[src/hdl/fcc_pkg.sv]
// Package for the floppy control-command block: register map, command codes,
// timing constants. Assumes a 100 MHz system clock.
`default_nettype none
package fcc_pkg;
  // ==========================================================
  // Register byte addresses
  localparam logic [7:0] REG_CMD      = 8'h00;
  localparam logic [7:0] REG_RESULT   = 8'h04;
  localparam logic [7:0] REG_STATUS   = 8'h08;
  localparam logic [7:0] REG_TIMING   = 8'h0c;
  localparam logic [7:0] REG_CONFIG   = 8'h10;
  localparam logic [7:0] REG_CYL      = 8'h14;
  localparam logic [7:0] REG_RATE     = 8'h18;
  localparam logic [7:0] REG_RWREQ    = 8'h1c;
  // ==========================================================
  // Command codes (CMD register bits [7:0])
  localparam logic [7:0] CMD_SENSE_DRIVE = 8'h04;
  localparam logic [7:0] CMD_SPECIFY     = 8'h03;
  localparam logic [7:0] CMD_CONFIGURE   = 8'h13;
  localparam logic [7:0] CMD_VERSION     = 8'h10;
  localparam logic [7:0] CMD_RECAL       = 8'h07;
  localparam logic [7:0] CMD_SEEK        = 8'h0f;
  localparam logic [7:0] CMD_REL_SEEK    = 8'h8f;
  localparam logic [7:0] CMD_SENSE_INT   = 8'h08;
  // ==========================================================
  // Defaults and fixed values
  localparam logic [3:0] HUT_RST         = 4'h0;
  localparam logic [3:0] SRT_RST         = 4'h0;
  localparam logic [6:0] HLT_RST         = 7'h00;
  localparam logic       AUTO_SEEK_RST   = 1'b0;
  localparam logic       FIFO_DIS_RST    = 1'b1;
  localparam logic       POLL_DIS_RST    = 1'b0;
  localparam logic [3:0] FIFO_THR_RST    = 4'h0;
  localparam logic [7:0] PRECOMP_RST     = 8'h00;
  localparam logic [7:0] RECAL_MAX_STEPS = 8'h4f;
  localparam logic [7:0] ST0_EC_MASK     = 8'h10;
  localparam logic [7:0] ST0_SE_MASK     = 8'h20;
  localparam logic [7:0] ST0_ABN_MASK    = 8'h40;
  localparam logic [7:0] ST0_POLL        = 8'hc0;
  localparam logic [31:0] AXI_OKAY       = 32'h0000_0000;
  // ==========================================================
  // Timing: base unit is 0.25 ms at 2 Mbps; 1M, 500K, 300K and 250K multiply it (MUL_250K is 64 eighths, times 8)
  localparam int CLK_MHZ      = 100;
  localparam int UNIT_US      = 250;
  localparam int UNIT_CYC     = UNIT_US * CLK_MHZ;
  localparam int STEP_PULSE_US  = 4;
  localparam int STEP_PULSE_CYC = STEP_PULSE_US * CLK_MHZ;
  // Rate code: 0=500K 1=300K 2=250K 3=1M 4=2M ; multiplier in eighths
  localparam logic [2:0] RATE_500K = 3'h0;
  localparam logic [2:0] RATE_300K = 3'h1;
  localparam logic [2:0] RATE_250K = 3'h2;
  localparam logic [2:0] RATE_1M   = 3'h3;
  localparam logic [2:0] RATE_2M   = 3'h4;
  localparam logic [5:0] MUL_500K  = 6'h20;
  localparam logic [5:0] MUL_300K  = 6'h35;
  localparam logic [5:0] MUL_250K  = 6'h40;
  localparam logic [5:0] MUL_1M    = 6'h10;
  localparam logic [5:0] MUL_2M    = 6'h08;
  localparam logic [7:0] VERSION_BYTE = 8'h5a; // Arbitrary value
endpackage : fcc_pkg
`default_nettype wire

[src/hdl/fcc_floppy_control.sv]
// Floppy control-command interpreter: status query, timers, configure,
// version, seek, recalibrate, relative seek. AXI4-Lite slave for commands.
// Assumes one drive interface; track-0 input is synchronous to SYS_CLK_IN.
`default_nettype none
// Operation
// - Drive status goes straight to result
// - Head unload timer after read/write end
// - Step interval set by step code
// - Head load delay before read/write start
// - Delays scale with rate, same encodings; MUL_250K is 64 eighths, so the 250K unit is 8 times the 2M unit
// - Mode bit 1 non-DMA, 0 DMA
// - DMA request or ready bit signals transfer
// - Configure defaults after reset
// - Auto seek before read/write when enabled
// - FIFO disabled means byte requests; fifo_disable is only stored, one request per transfer
// - Polling enabled gives one reset interrupt
// - No polling while head loaded
// - Threshold is field plus one; fifo_threshold is only stored, never used
// - Precomp track taken directly
// - Version returns fixed byte
// - Relative seek steps count, dir bit
// - One relative seek at a time
// - Outward past track zero sets check
// - Cylinder wraps modulo 256
// - At most 255 cylinders per seek
// - Recal uses track zero, max steps
// - Commands use wrapped cylinder
module fcc_floppy_control #(
  parameter int UNIT_CYCLES       = fcc_pkg::UNIT_CYC,
  parameter int STEP_PULSE_CYCLES = fcc_pkg::STEP_PULSE_CYC
) (
  // Clock and reset
  input  wire  logic        SYS_CLK_IN,
  input  wire  logic        RESET_N_IN,
  // AXI4-Lite write
  input  wire  logic [7:0]  AWADDR_IN,
  input  wire  logic        AWVALID_IN,
  output var   logic        AWREADY_OUT,
  input  wire  logic [31:0] WDATA_IN,
  input  wire  logic [3:0]  WSTRB_IN,
  input  wire  logic        WVALID_IN,
  output var   logic        WREADY_OUT,
  output var   logic [1:0]  BRESP_OUT,
  output var   logic        BVALID_OUT,
  input  wire  logic        BREADY_IN,
  // AXI4-Lite read
  input  wire  logic [7:0]  ARADDR_IN,
  input  wire  logic        ARVALID_IN,
  output var   logic        ARREADY_OUT,
  output var   logic [31:0] RDATA_OUT,
  output var   logic [1:0]  RRESP_OUT,
  output var   logic        RVALID_OUT,
  input  wire  logic        RREADY_IN,
  // Drive
  input  wire  logic        TRACK0_N_IN,
  input  wire  logic        WRITE_PROT_IN,
  output var   logic        STEP_OUT,
  output var   logic        DIR_OUT,
  output var   logic        HEAD_LOAD_OUT,
  // Host signalling
  output var   logic        INT_OUT,
  output var   logic        DMA_REQ_OUT,
  output var   logic        RFM_OUT
);
  typedef enum logic [2:0] {FCC_IDLE, FCC_STEP_HI, FCC_STEP_GAP, FCC_HLOAD, FCC_XFER} fcc_state_t;
  fcc_state_t  state;
  logic [3:0]  head_unload_time, step_interval_code, fifo_threshold;
  logic [6:0]  head_load_delay;
  logic        no_dma_select, auto_seek_enable, fifo_disable, poll_disable;
  logic [7:0]  precomp_start_track, present_cylinder, target_cyl, steps_left, result, st0;
  logic [2:0]  rate;
  logic        dir, is_recal, is_rel, rel_busy, pending_rw, first_step, poll_done;
  logic [31:0] timer, hut_timer;
  logic        aw_hold, w_hold;
  logic [7:0]  aw_addr;
  logic [31:0] w_data;
  logic [5:0]  mul;
  // ==========================================================
  // Rate scaling: same for either encoding, only rate matters
  always_comb begin
    unique case (rate)
      fcc_pkg::RATE_300K: mul = fcc_pkg::MUL_300K;
      fcc_pkg::RATE_250K: mul = fcc_pkg::MUL_250K;
      fcc_pkg::RATE_1M:   mul = fcc_pkg::MUL_1M;
      fcc_pkg::RATE_2M:   mul = fcc_pkg::MUL_2M;
      default:            mul = fcc_pkg::MUL_500K;
    endcase
  end
  logic [31:0] unit_scaled, step_cyc, hut_cyc, hlt_cyc;
  assign unit_scaled = 32'((UNIT_CYCLES * int'(mul)) / 8);
  // Step code 0 means 16 units, hut code 0 means 256 units; HEAD_LOAD_DELAY code 0 means 128 units*2
  assign step_cyc = unit_scaled * 32'(5'h10 - {1'b0, step_interval_code});
  assign hut_cyc  = unit_scaled * 32'((head_unload_time == 4'h0) ? 9'h100
                                      : {1'b0, head_unload_time, 4'h0});
  assign hlt_cyc  = unit_scaled * 32'((head_load_delay == 7'h00) ? 8'h80
                                      : {1'b0, head_load_delay}) * 32'h2;
  // ==========================================================
  // AXI write channel: address and data in either order
  logic wr_fire;
  assign wr_fire = aw_hold && w_hold && !BVALID_OUT;
  always_ff @(posedge SYS_CLK_IN or negedge RESET_N_IN) begin
    if (!RESET_N_IN) begin
      aw_hold <= 1'b0;
      w_hold <= 1'b0;
      aw_addr <= 8'h00;
      w_data <= 32'h0000_0000;
      AWREADY_OUT <= 1'b0;
      WREADY_OUT <= 1'b0;
      BVALID_OUT <= 1'b0;
      BRESP_OUT <= 2'h0;
    end else begin
      AWREADY_OUT <= !aw_hold && !AWREADY_OUT;
      WREADY_OUT  <= !w_hold && !WREADY_OUT;
      if (AWVALID_IN && AWREADY_OUT) begin aw_hold <= 1'b1; aw_addr <= AWADDR_IN; end
      if (WVALID_IN && WREADY_OUT) begin w_hold <= 1'b1; w_data <= WDATA_IN; end
      if (wr_fire) begin
        BVALID_OUT <= 1'b1;
        BRESP_OUT  <= 2'h0;
        aw_hold    <= 1'b0;
        w_hold     <= 1'b0;
      end else if (BVALID_OUT && BREADY_IN) begin
        BVALID_OUT <= 1'b0;
      end
    end
  end
  // ==========================================================
  // AXI read channel
  always_ff @(posedge SYS_CLK_IN or negedge RESET_N_IN) begin
    if (!RESET_N_IN) begin
      ARREADY_OUT <= 1'b0;
      RVALID_OUT <= 1'b0;
      RDATA_OUT <= 32'h0000_0000;
      RRESP_OUT <= 2'h0;
    end else begin
      ARREADY_OUT <= !RVALID_OUT && !ARREADY_OUT;
      if (ARVALID_IN && ARREADY_OUT) begin
        RVALID_OUT <= 1'b1;
        RRESP_OUT  <= 2'h0;
        unique case (ARADDR_IN)
          fcc_pkg::REG_RESULT: RDATA_OUT <= {24'h000000, result};
          fcc_pkg::REG_STATUS: RDATA_OUT <= {16'h0000, st0, 3'h0, rel_busy, 1'b0,
                                             state == fcc_state_t'(FCC_IDLE), no_dma_select, RFM_OUT};
          fcc_pkg::REG_TIMING: RDATA_OUT <= {16'h0000, no_dma_select, head_load_delay,
                                             step_interval_code, head_unload_time};
          fcc_pkg::REG_CONFIG: RDATA_OUT <= {16'h0000, precomp_start_track, fifo_threshold,
                                             1'b0, auto_seek_enable, fifo_disable, poll_disable};
          fcc_pkg::REG_CYL:    RDATA_OUT <= {24'h000000, present_cylinder};
          fcc_pkg::REG_RATE:   RDATA_OUT <= {29'h00000000, rate};
          default:             RDATA_OUT <= fcc_pkg::AXI_OKAY;
        endcase
      end else if (RVALID_OUT && RREADY_IN) begin
        RVALID_OUT <= 1'b0;
      end
    end
  end
  // ==========================================================
  // Configuration registers written by commands; rate written through REG_RATE
  logic [7:0] wcmd;
  assign wcmd = w_data[7:0];
  logic cmd_fire;
  assign cmd_fire = wr_fire && aw_addr == fcc_pkg::REG_CMD && WSTRB_IN != 4'h0;
  always_ff @(posedge SYS_CLK_IN or negedge RESET_N_IN) begin
    if (!RESET_N_IN) begin
      head_unload_time <= fcc_pkg::HUT_RST;
      step_interval_code <= fcc_pkg::SRT_RST;
      head_load_delay <= fcc_pkg::HLT_RST;
      no_dma_select <= 1'b0;
      auto_seek_enable <= fcc_pkg::AUTO_SEEK_RST;
      fifo_disable <= fcc_pkg::FIFO_DIS_RST;
      poll_disable <= fcc_pkg::POLL_DIS_RST;
      fifo_threshold <= fcc_pkg::FIFO_THR_RST;
      precomp_start_track <= fcc_pkg::PRECOMP_RST;
      rate <= fcc_pkg::RATE_500K;
    end else begin
      if (cmd_fire && wcmd == fcc_pkg::CMD_SPECIFY) begin
        head_unload_time   <= w_data[15:12];
        step_interval_code <= w_data[11:8];
        head_load_delay    <= w_data[23:17];
        no_dma_select      <= w_data[16];
      end
      if (cmd_fire && wcmd == fcc_pkg::CMD_CONFIGURE) begin
        auto_seek_enable    <= w_data[14];
        fifo_disable        <= w_data[13];
        poll_disable        <= w_data[12];
        fifo_threshold      <= w_data[11:8];
        precomp_start_track <= w_data[23:16];
      end
      if (wr_fire && aw_addr == fcc_pkg::REG_RATE) rate <= w_data[2:0];
    end
  end
  // ==========================================================
  // Command engine: seeks, recalibrate, head load and transfer
  logic rw_req;
  assign rw_req = wr_fire && aw_addr == fcc_pkg::REG_RWREQ;
  always_ff @(posedge SYS_CLK_IN or negedge RESET_N_IN) begin
    if (!RESET_N_IN) begin
      state <= FCC_IDLE;
      present_cylinder <= 8'h00;
      target_cyl <= 8'h00;
      steps_left <= 8'h00;
      result <= 8'h00;
      st0 <= 8'h00;
      dir <= 1'b0;
      is_recal <= 1'b0;
      is_rel <= 1'b0;
      rel_busy <= 1'b0;
      pending_rw <= 1'b0;
      first_step <= 1'b0;
      timer <= 32'h0;
      STEP_OUT <= 1'b0;
      DIR_OUT <= 1'b0;
      HEAD_LOAD_OUT <= 1'b0;
      INT_OUT <= 1'b0;
      DMA_REQ_OUT <= 1'b0;
      RFM_OUT <= 1'b0;
      hut_timer <= 32'h0;
      poll_done <= 1'b0;
    end else begin
      DIR_OUT <= dir;
      if (hut_timer != 32'h0) hut_timer <= hut_timer - 32'h1;
      else if (state != FCC_HLOAD && state != FCC_XFER) HEAD_LOAD_OUT <= 1'b0;
      // Single post-reset poll interrupt, held off while head loaded
      if (!poll_disable && !poll_done && !HEAD_LOAD_OUT) begin
        poll_done <= 1'b1;
        INT_OUT   <= 1'b1;
        st0       <= fcc_pkg::ST0_POLL;
      end
      if (cmd_fire && wcmd == fcc_pkg::CMD_SENSE_INT) begin
        INT_OUT <= 1'b0;
        result  <= st0;
      end
      if (cmd_fire && wcmd == fcc_pkg::CMD_SENSE_DRIVE)
        result <= {1'b0, WRITE_PROT_IN, 1'b1, !TRACK0_N_IN, 4'h0};
      if (cmd_fire && wcmd == fcc_pkg::CMD_VERSION)
        result <= fcc_pkg::VERSION_BYTE;
      unique case (state)
        FCC_IDLE: begin
          first_step <= 1'b1;
          if (cmd_fire && wcmd == fcc_pkg::CMD_REL_SEEK && !rel_busy) begin
            is_rel <= 1'b1;
            is_recal <= 1'b0;
            rel_busy <= 1'b1;
            dir <= w_data[16];
            steps_left <= w_data[15:8];
            st0 <= 8'h00; state <= FCC_STEP_GAP; timer <= 32'h1;
          end else if (cmd_fire && wcmd == fcc_pkg::CMD_SEEK) begin
            is_rel <= 1'b0; is_recal <= 1'b0; target_cyl <= w_data[15:8];
            st0 <= 8'h00; state <= FCC_STEP_GAP; timer <= 32'h1;
          end else if (cmd_fire && wcmd == fcc_pkg::CMD_RECAL) begin
            is_rel <= 1'b0;
            is_recal <= 1'b1;
            dir <= 1'b0;
            steps_left <= fcc_pkg::RECAL_MAX_STEPS; present_cylinder <= 8'h00;
            st0 <= 8'h00; state <= FCC_STEP_GAP; timer <= 32'h1;
          end else if (rw_req) begin
            pending_rw <= 1'b1;
            if (auto_seek_enable) begin
              target_cyl <= w_data[7:0]; is_rel <= 1'b0; is_recal <= 1'b0;
              state <= FCC_STEP_GAP; timer <= 32'h1;
            end else begin
              HEAD_LOAD_OUT <= 1'b1; timer <= hlt_cyc; state <= FCC_HLOAD;
            end
          end
        end
        FCC_STEP_GAP: begin
          if (timer > 32'h1) timer <= timer - 32'h1;
          else if (is_recal) begin
            if (TRACK0_N_IN == 1'b0) begin
              st0 <= fcc_pkg::ST0_SE_MASK; INT_OUT <= 1'b1; state <= FCC_IDLE;
            end else if (steps_left == 8'h00) begin
              st0 <= fcc_pkg::ST0_SE_MASK | fcc_pkg::ST0_EC_MASK | fcc_pkg::ST0_ABN_MASK;
              INT_OUT <= 1'b1; state <= FCC_IDLE;
            end else begin
              steps_left <= steps_left - 8'h01; STEP_OUT <= 1'b1;
              timer <= 32'(STEP_PULSE_CYCLES); state <= FCC_STEP_HI;
            end
          end else if (is_rel) begin
            if (steps_left == 8'h00) begin
              st0 <= st0 | fcc_pkg::ST0_SE_MASK; INT_OUT <= 1'b1;
              rel_busy <= 1'b0; state <= FCC_IDLE;
            end else if (!dir && TRACK0_N_IN == 1'b0) begin
              st0 <= fcc_pkg::ST0_SE_MASK | fcc_pkg::ST0_EC_MASK | fcc_pkg::ST0_ABN_MASK;
              INT_OUT <= 1'b1; rel_busy <= 1'b0; state <= FCC_IDLE;
            end else begin
              steps_left <= steps_left - 8'h01; STEP_OUT <= 1'b1;
              present_cylinder <= dir ? present_cylinder + 8'h01 : present_cylinder - 8'h01;
              timer <= 32'(STEP_PULSE_CYCLES); state <= FCC_STEP_HI;
            end
          end else if (present_cylinder == target_cyl) begin
            if (pending_rw) begin
              HEAD_LOAD_OUT <= 1'b1; timer <= hlt_cyc; state <= FCC_HLOAD;
            end else begin
              st0 <= fcc_pkg::ST0_SE_MASK; INT_OUT <= 1'b1; state <= FCC_IDLE;
            end
          end else begin
            dir <= present_cylinder < target_cyl; STEP_OUT <= 1'b1;
            present_cylinder <= (present_cylinder < target_cyl) ? present_cylinder + 8'h01
                                                                 : present_cylinder - 8'h01;
            timer <= 32'(STEP_PULSE_CYCLES); state <= FCC_STEP_HI;
          end
        end
        FCC_STEP_HI: begin
          if (timer > 32'h1) timer <= timer - 32'h1;
          else begin
            STEP_OUT <= 1'b0; first_step <= 1'b0; state <= FCC_STEP_GAP;
            // First gap may be shorter, it skips the pulse width
            timer <= first_step ? step_cyc - 32'(STEP_PULSE_CYCLES) : step_cyc;
          end
        end
        FCC_HLOAD: begin
          if (timer > 32'h1) timer <= timer - 32'h1;
          else begin
            state <= FCC_XFER;
            // One request held for the whole transfer: RFM_OUT and INT_OUT in non-DMA mode, else DMA_REQ_OUT
            if (no_dma_select) begin RFM_OUT <= 1'b1; INT_OUT <= 1'b1; end
            else DMA_REQ_OUT <= 1'b1;
          end
        end
        FCC_XFER: begin
          // Transfer ends on the host's acknowledging write to RWREQ
          if (rw_req) begin
            RFM_OUT <= 1'b0; DMA_REQ_OUT <= 1'b0; INT_OUT <= 1'b0;
            pending_rw <= 1'b0; hut_timer <= hut_cyc; state <= FCC_IDLE;
          end
        end
      endcase
    end
  end
endmodule : fcc_floppy_control
`default_nettype wire

[config.mk]
export PLATFORM = sky130hd
export DESIGN_NAME = fcc_floppy_control
export DESIGN_NICKNAME = d
export VERILOG_FILES = /design/src/hdl/fcc_pkg.sv /design/src/hdl/fcc_floppy_control.sv
export SDC_FILE = /design/constraint.sdc
export NUM_CORES = 1
export LEC_CHECK = 0
export BUFFER_PORTS_ARGS = -buffer_cell sky130_fd_sc_hd__buf_4
export CELL_PAD_IN_SITES_DETAIL_PLACEMENT = 1
export CELL_PAD_IN_SITES_GLOBAL_PLACEMENT = 1
export CORE_MARGIN = 5
export CORE_UTILIZATION = 49
export CTS_CLUSTER_DIAMETER = 120
export DETAILED_ROUTE_END_ITERATION = 10
export PLACE_DENSITY = 0.87
export SLEW_MARGIN = 20
export SYNTH_ARGS = -nofsm -noshare
export SYNTH_HDL_FRONTEND = slang
export SYNTH_SLANG_ARGS = --single-unit
[constraint.sdc]
create_clock -name SYS_CLK_IN -period 11.7 [get_ports SYS_CLK_IN]
set_clock_uncertainty 0.1 [all_clocks]
set_input_delay 0.585 -clock SYS_CLK_IN [delete_from_list [all_inputs] [get_ports SYS_CLK_IN]]
set_output_delay 0.585 -clock SYS_CLK_IN [all_outputs]
set_load 0.02 [all_outputs]
; Yosys cells after proc, flatten, opt, wreduce, memory -nomap -nowiden
; Cells that the tools add are included.
[classes]
add_sub_neg = 7
multipliers = 4
n_lt_le_gt_ge = 2
eq_ne = 65
mux = 169
n_bitwise = 2
n_reduce_logical = 75
[ops]
columns = cell, n
row1 = $mux 32, 19
row2 = $mux 8, 42
row3 = $pmux 32 s4, 1
row4 = $pmux 16 s6, 1
row5 = $mux 1, 78
row6 = $sub 32x1->32 const B, 2
row7 = $eq 8x5->1 const B, 7
row8 = $pmux 8 s2, 3
row9 = $ne 2x2->1 const B, 17
row10 = $mux 3, 11
row11 = $eq 8x4->1 const B, 4
row12 = $gt 32x1->1 const B, 1
row13 = $reduce_bool 32->1, 1
row14 = $ne 3x3->1 const B, 10
row15 = $logic_and 1x1->1, 27
row16 = $mul 18x9->27, 1
row17 = $mux 27, 1
row18 = $mul 18x8->26, 1
row19 = $sub 25x10->26 const B, 1
row20 = $mul 19x6->25, 1
row21 = $eq 8x3->1 const B, 3
row22 = $pmux 6 s4, 1
row23 = $reduce_and 8->1, 3
row24 = $reduce_bool 2->1, 11
row25 = 38 further kinds, 77
[totals]
regBits = 225
inputBits = 61
word_cells = 366

; Longest topological paths before layout
[logic_depth]
ltp_word = 12
mapped_depth = 35

; Worst setup path before layout
; OpenSTA, ideal clock, no wires.
[synth_path]
kind = register to register
start = register rate[1]
end = register timer[25]
setup_ns = 0.066
arrival_time_ns = 8.652
required_ns = 11.534
setup_slack_ns = 2.882
stages_incl_launch_ff = 34
path_buffers = 5
period_less_slack_ns = 8.818
path_cell_list = dfrtp_1 > clkbuf_1 > or3b_2 > clkbuf_1 > inv_1 > buf_1 > ha_1 > ha_1 > ha_1 > ha_1 > a21oi_1 > nor2b_1 > o21a_1 > nor2_1 > xnor2_1 > clkbuf_1 > and2_1 > fa_1 > fa_1 > inv_1 > fa_1 > inv_1 > ha_1 > nor3b_1 > a221o_1 > a311o_1 > o21bai_1 > or4_4 > nor4_2 > or3b_1 > clkbuf_1 > or3_1 > a21oi_1 > a221o_1
[synth_between]
elab_chain_len = 10
word_cells_on_any_way = 22
[synth_lines]
columns = item, line
row1 = "start, declared", fcc_floppy_control.sv:71  ; logic [2:0] rate;
row2 = "start signal, assigned", fcc_floppy_control.sv:173  ; rate <= fcc_pkg::RATE_500K;
row3 = "start signal, assigned", fcc_floppy_control.sv:188  ; if (wr_fire && aw_addr == fcc_pkg::REG_RATE) rate <= w_data[2:0];
row4 = "$eq 3x3->1, or another cell as far along", fcc_floppy_control.sv:81  ; unique case (rate)
row5 = $pmux 6 s4 *, fcc_floppy_control.sv:81
row6 = $mul 12x6->18 *, fcc_floppy_control.sv:90  ; assign unit_scaled = 32'((UNIT_CYCLES * int'(mul)) / 8);
row7 = branches (longest 6 deep; another with $sub 25x10->26), --
row8 = $pmux 32 s4 *, fcc_floppy_control.sv:236  ; unique case (state)
row9 = "end signal, assigned", fcc_floppy_control.sv:266  ; if (timer > 32'h1) timer <= timer - 32'h1;
row10 = "end signal, assigned", fcc_floppy_control.sv:303  ; if (timer > 32'h1) timer <= timer - 32'h1;
row11 = "end signal, assigned", fcc_floppy_control.sv:307  ; timer <= first_step ? step_cyc - 32'(STEP_PULSE_CYCLES) : step_cyc;
row12 = "end, declared", fcc_floppy_control.sv:73  ; logic [31:0] timer, hut_timer;
; Mark *: on every way between the ends. The select of a mux whose other input is x is not followed.
; A chain may end at the register's enable or synchronous reset.

; Worst setup path after layout
[layout_path]
start = register rate[2]
end = register timer[29]
[layout_between]
elab_chain_len = 8
word_cells_on_any_way = 11
[layout_lines]
columns = item, line
row1 = "$eq 3x3->1, or another cell as far along", fcc_floppy_control.sv:81
row2 = $pmux 6 s4 *, fcc_floppy_control.sv:81
row3 = $mul 12x6->18 *, fcc_floppy_control.sv:90
row4 = $mul 19x6->25 *, fcc_floppy_control.sv:92  ; assign step_cyc = unit_scaled * 32'(5'h10 - {1'b0, step_interval_code});
row5 = $sub 25x10->26, fcc_floppy_control.sv:307
row6 = $mux 32 *, fcc_floppy_control.sv:307
row7 = $mux 32 *, fcc_floppy_control.sv:303
row8 = $pmux 32 s4 *, fcc_floppy_control.sv:236
row9 = "end signal, assigned", fcc_floppy_control.sv:303
row10 = "end signal, assigned", fcc_floppy_control.sv:307
row11 = "end signal, assigned", fcc_floppy_control.sv:311  ; if (timer > 32'h1) timer <= timer - 32'h1;
; Mark *: on every way between the ends. The rest lies on a longest branch, timed or not.

==> impl_metrics.ini <==
[clock_tree]
clockBufferDepth = 3
cts.hold.buffers_added = 0
htree_levels = 1
clkSinkCount = 209
clk_latency_ns = 0.56
clk_pin_slew_ns = 0.07
clockRootBuffer = clkbuf_16
cts_resized = 0
cts_buffers = 24
tritoncts = done
post_cts_buffers = 0

[timing]
max_freq_ghz = 0.101
fin_tns_setup_ns = 0
fin_ws_ns = 1.81
drv_slew = 0
period_share_pct = 84.5
finalHoldViolCount = 15
tightest_slew_ns = 1.14
rsz0062_at_grt = no
max_slew_margin_pct = 23.6
worst_hold_slack_ns = -0.0763
setup_violations = 0
period_minus_slack_ns = 9.89

[critical_path]
path_common_cell = ha_1
slowest_stage = nand2b_1
crit_type = reg -> reg
cp-start-kind = flop
cp_max_fo = 18
endpoint_kind = flop
critPathMaxStageDelay_ns = 0.72
crit_required_ns = 12.09
arrival_ns = 10.28

[synth]
yosysSeqAreaShare_pct = 24.3
synth_cell_types = 83
yosysTopAreaCell = dfrtp_1
yosys_register_bits = 209
synth_flop_cell = dfrtp_1
netlist_area_mm2 = 0.0215
yosysWarnings = 0
syn_area_per_cell_um2 = 8.71
synth_most_common_cell = inv_1
async_flop_share_pct = 100
synth_edf_count = 0
synth_top_cells_by_area = dfrtp_1, fa_1, ha_1, inv_1, nand2_1
syn_inst = 2468
synth_common_cells = inv_1, nand2_1, dfrtp_1
netlist.area_leader.share_pct = 24.2

[finish]
nFillCells = 5062
nNetsFinal = 2914
area_delta_synth_final_pct = 9.57
antennaDiodeCount = 0
drive_gt1_share_pct = 10.7

[route]
drtIter0Drc = 1599
via_count = 19200
routed_via_density = 6.18
drtPass1Iterations = 6
drc = 0
wl_per_cell_um = 23.8
wl_mm = 73.9
ant_nets = 0

[power_and_ir_drop]
p_leak_nw = 11.3
irDropWorstVdd_v = 0.000181
pwr_density_cell_mw_per_mm2 = 139

[die]
start_util_pct = 49.7
die_y_um = 219
rows = 76
dieArea_mm2 = 0.0482
core-area_mm2 = 0.0433
dieWidth_um = 219
io_pins = 108

[global_route]
grt_max_degree = 102
antenna_found_initial = 2
grt_pass1_wl_mm = 117
overflow = 0
grt_pass1_vias = 21500
grt.total_usage_pct = 30.4

[run_status]
status = complete, but fails checks
violations = negative hold slack

[flow_run]
drv_cap = 0

[placed_design]
place_hpwl_mm = 54.1
routabilityCongestion = 0.912
io_buffers = 79
pre_cts_ws_ns = 1.89

[min_path]
min_path_type = in -> async
layer usage:
metal	wire length, µm	part of all wire, %	track usage [%]
met2	36900	50	53.8
met3	4210	5.7	4.42
met1	28400	38	36.2
met5	7	0.0095	0
met4	4320	5.8	15.3
sequential cells by signal, indices dropped and copies added, names as in the netlist, 4 cells and up:
register and flops:
target_cyl 8, steps_left 8, precomp_start_track 8, st0 8
timer 32, RDATA_OUT 16, present_cylinder 8, w_data 24
head_unload_time 4, head_load_delay 7, aw_addr 8, result 8
step_interval_code 4, fifo_threshold 4, hut_timer 32
cells by family after synthesis:
kind of cell	Yosys count	synth area share, %
compound gates	502	14.8
flops	209	24.3
xor+xnor	116	4.73
mux	75	3.89
fa+ha+maj	346	25.9
simple gates	823	19.0
buf+inv	396	7.38
other cells	1	0.0174
stage by stage:
step | instances | power, mW | cell area, µm² | utilization, %
finish | 3110 | 3.27 | 23600 | 54.5
global route | 3110 | 3.44 | 23600 | 54.5
CTS | 3110 | 3.24 | 23500 | 54.4
detailed placement | 3066 | 2.38 | 22700 | 52.4
global placement | 3066 | 2.28 | 22700 | 52.4
floorplan | 2488 | 1.89 | 21600 | -
worst paths after layout:
| kind | startpoint | end | slack [ns] | depth (start not counted) |
|---|---|---|---|---|
| min reg2reg | target_cyl[2]$_DFFE_PN0P_ | target_cyl[2]$_DFFE_PN0P_ | 0.38 | 2 |
| max | rate[2]$_DFFE_PN0P_ | timer[29]$_DFFE_PN0P_ | 1.81 | 29 |
| min in group SYS_CLK_IN | BREADY_IN | BVALID_OUT$_DFFE_PN0P_ | 0.13 | 2 |
| max reg2reg | rate[2]$_DFFE_PN0P_ | timer[29]$_DFFE_PN0P_ | 1.81 | 29 |
| min | RESET_N_IN | hut_timer[19]$_DFF_PN0_ | -0.08 | 1 |
| max in group asynchronous | RESET_N_IN | target_cyl[3]$_DFFE_PN0P_ | 9.45 | 3 |
power by group:
part           total, mW  leakage [nW]  internal, mW  switching [mW]
registers           1.04          2.64         0.842           0.202
clock network      0.851         0.425         0.503           0.348
logic               1.37          8.21         0.506           0.865
critical path, delay by kind of cell (launching register included):
kind	cells	cell delay (ns)
simple gates	10	3.34
xor+xnor	1	0.14
compound gates	6	1.54
buf+inv	4	1.02
flops	1	0.45
fa+ha+maj	8	3.21
cell usage in the layout (no fill, tap or decap), drive strengths merged, types with 11 or more instances in the layout:
cell type and n:
nor4 29, a21oi 119, xor2 39, o21ai 169, a211oi 18, nand2 241, ha 182, a21o 28
xnor2 77, clkbuf 29, nand2b 19, nand3 36, a222oi 11, or4 14, nor2b 36, mux2 69
o21a 19, o31ai 18, nor3 70, fa 164, inv 281, and3 14, or2 14, nor2 184
and2 103, or3 21, a22o 12, dfrtp 208, a31oi 12, conb 21, buf 112
layout make-up:
class                           instances  area, µm²  area share (%)
Clock buffer                           29        669            2.84
Inverter                              277       1040            4.41
Timing Repair Buffer                  112        848            3.60
Tap cell                              585        732            3.11
Clock inverter                         15        216           0.919
Multi-Input combinational cell       1883      14800            62.9
Sequential cell                       209       5230            22.2
Note: power is estimated with default switching activity, not from simulation.
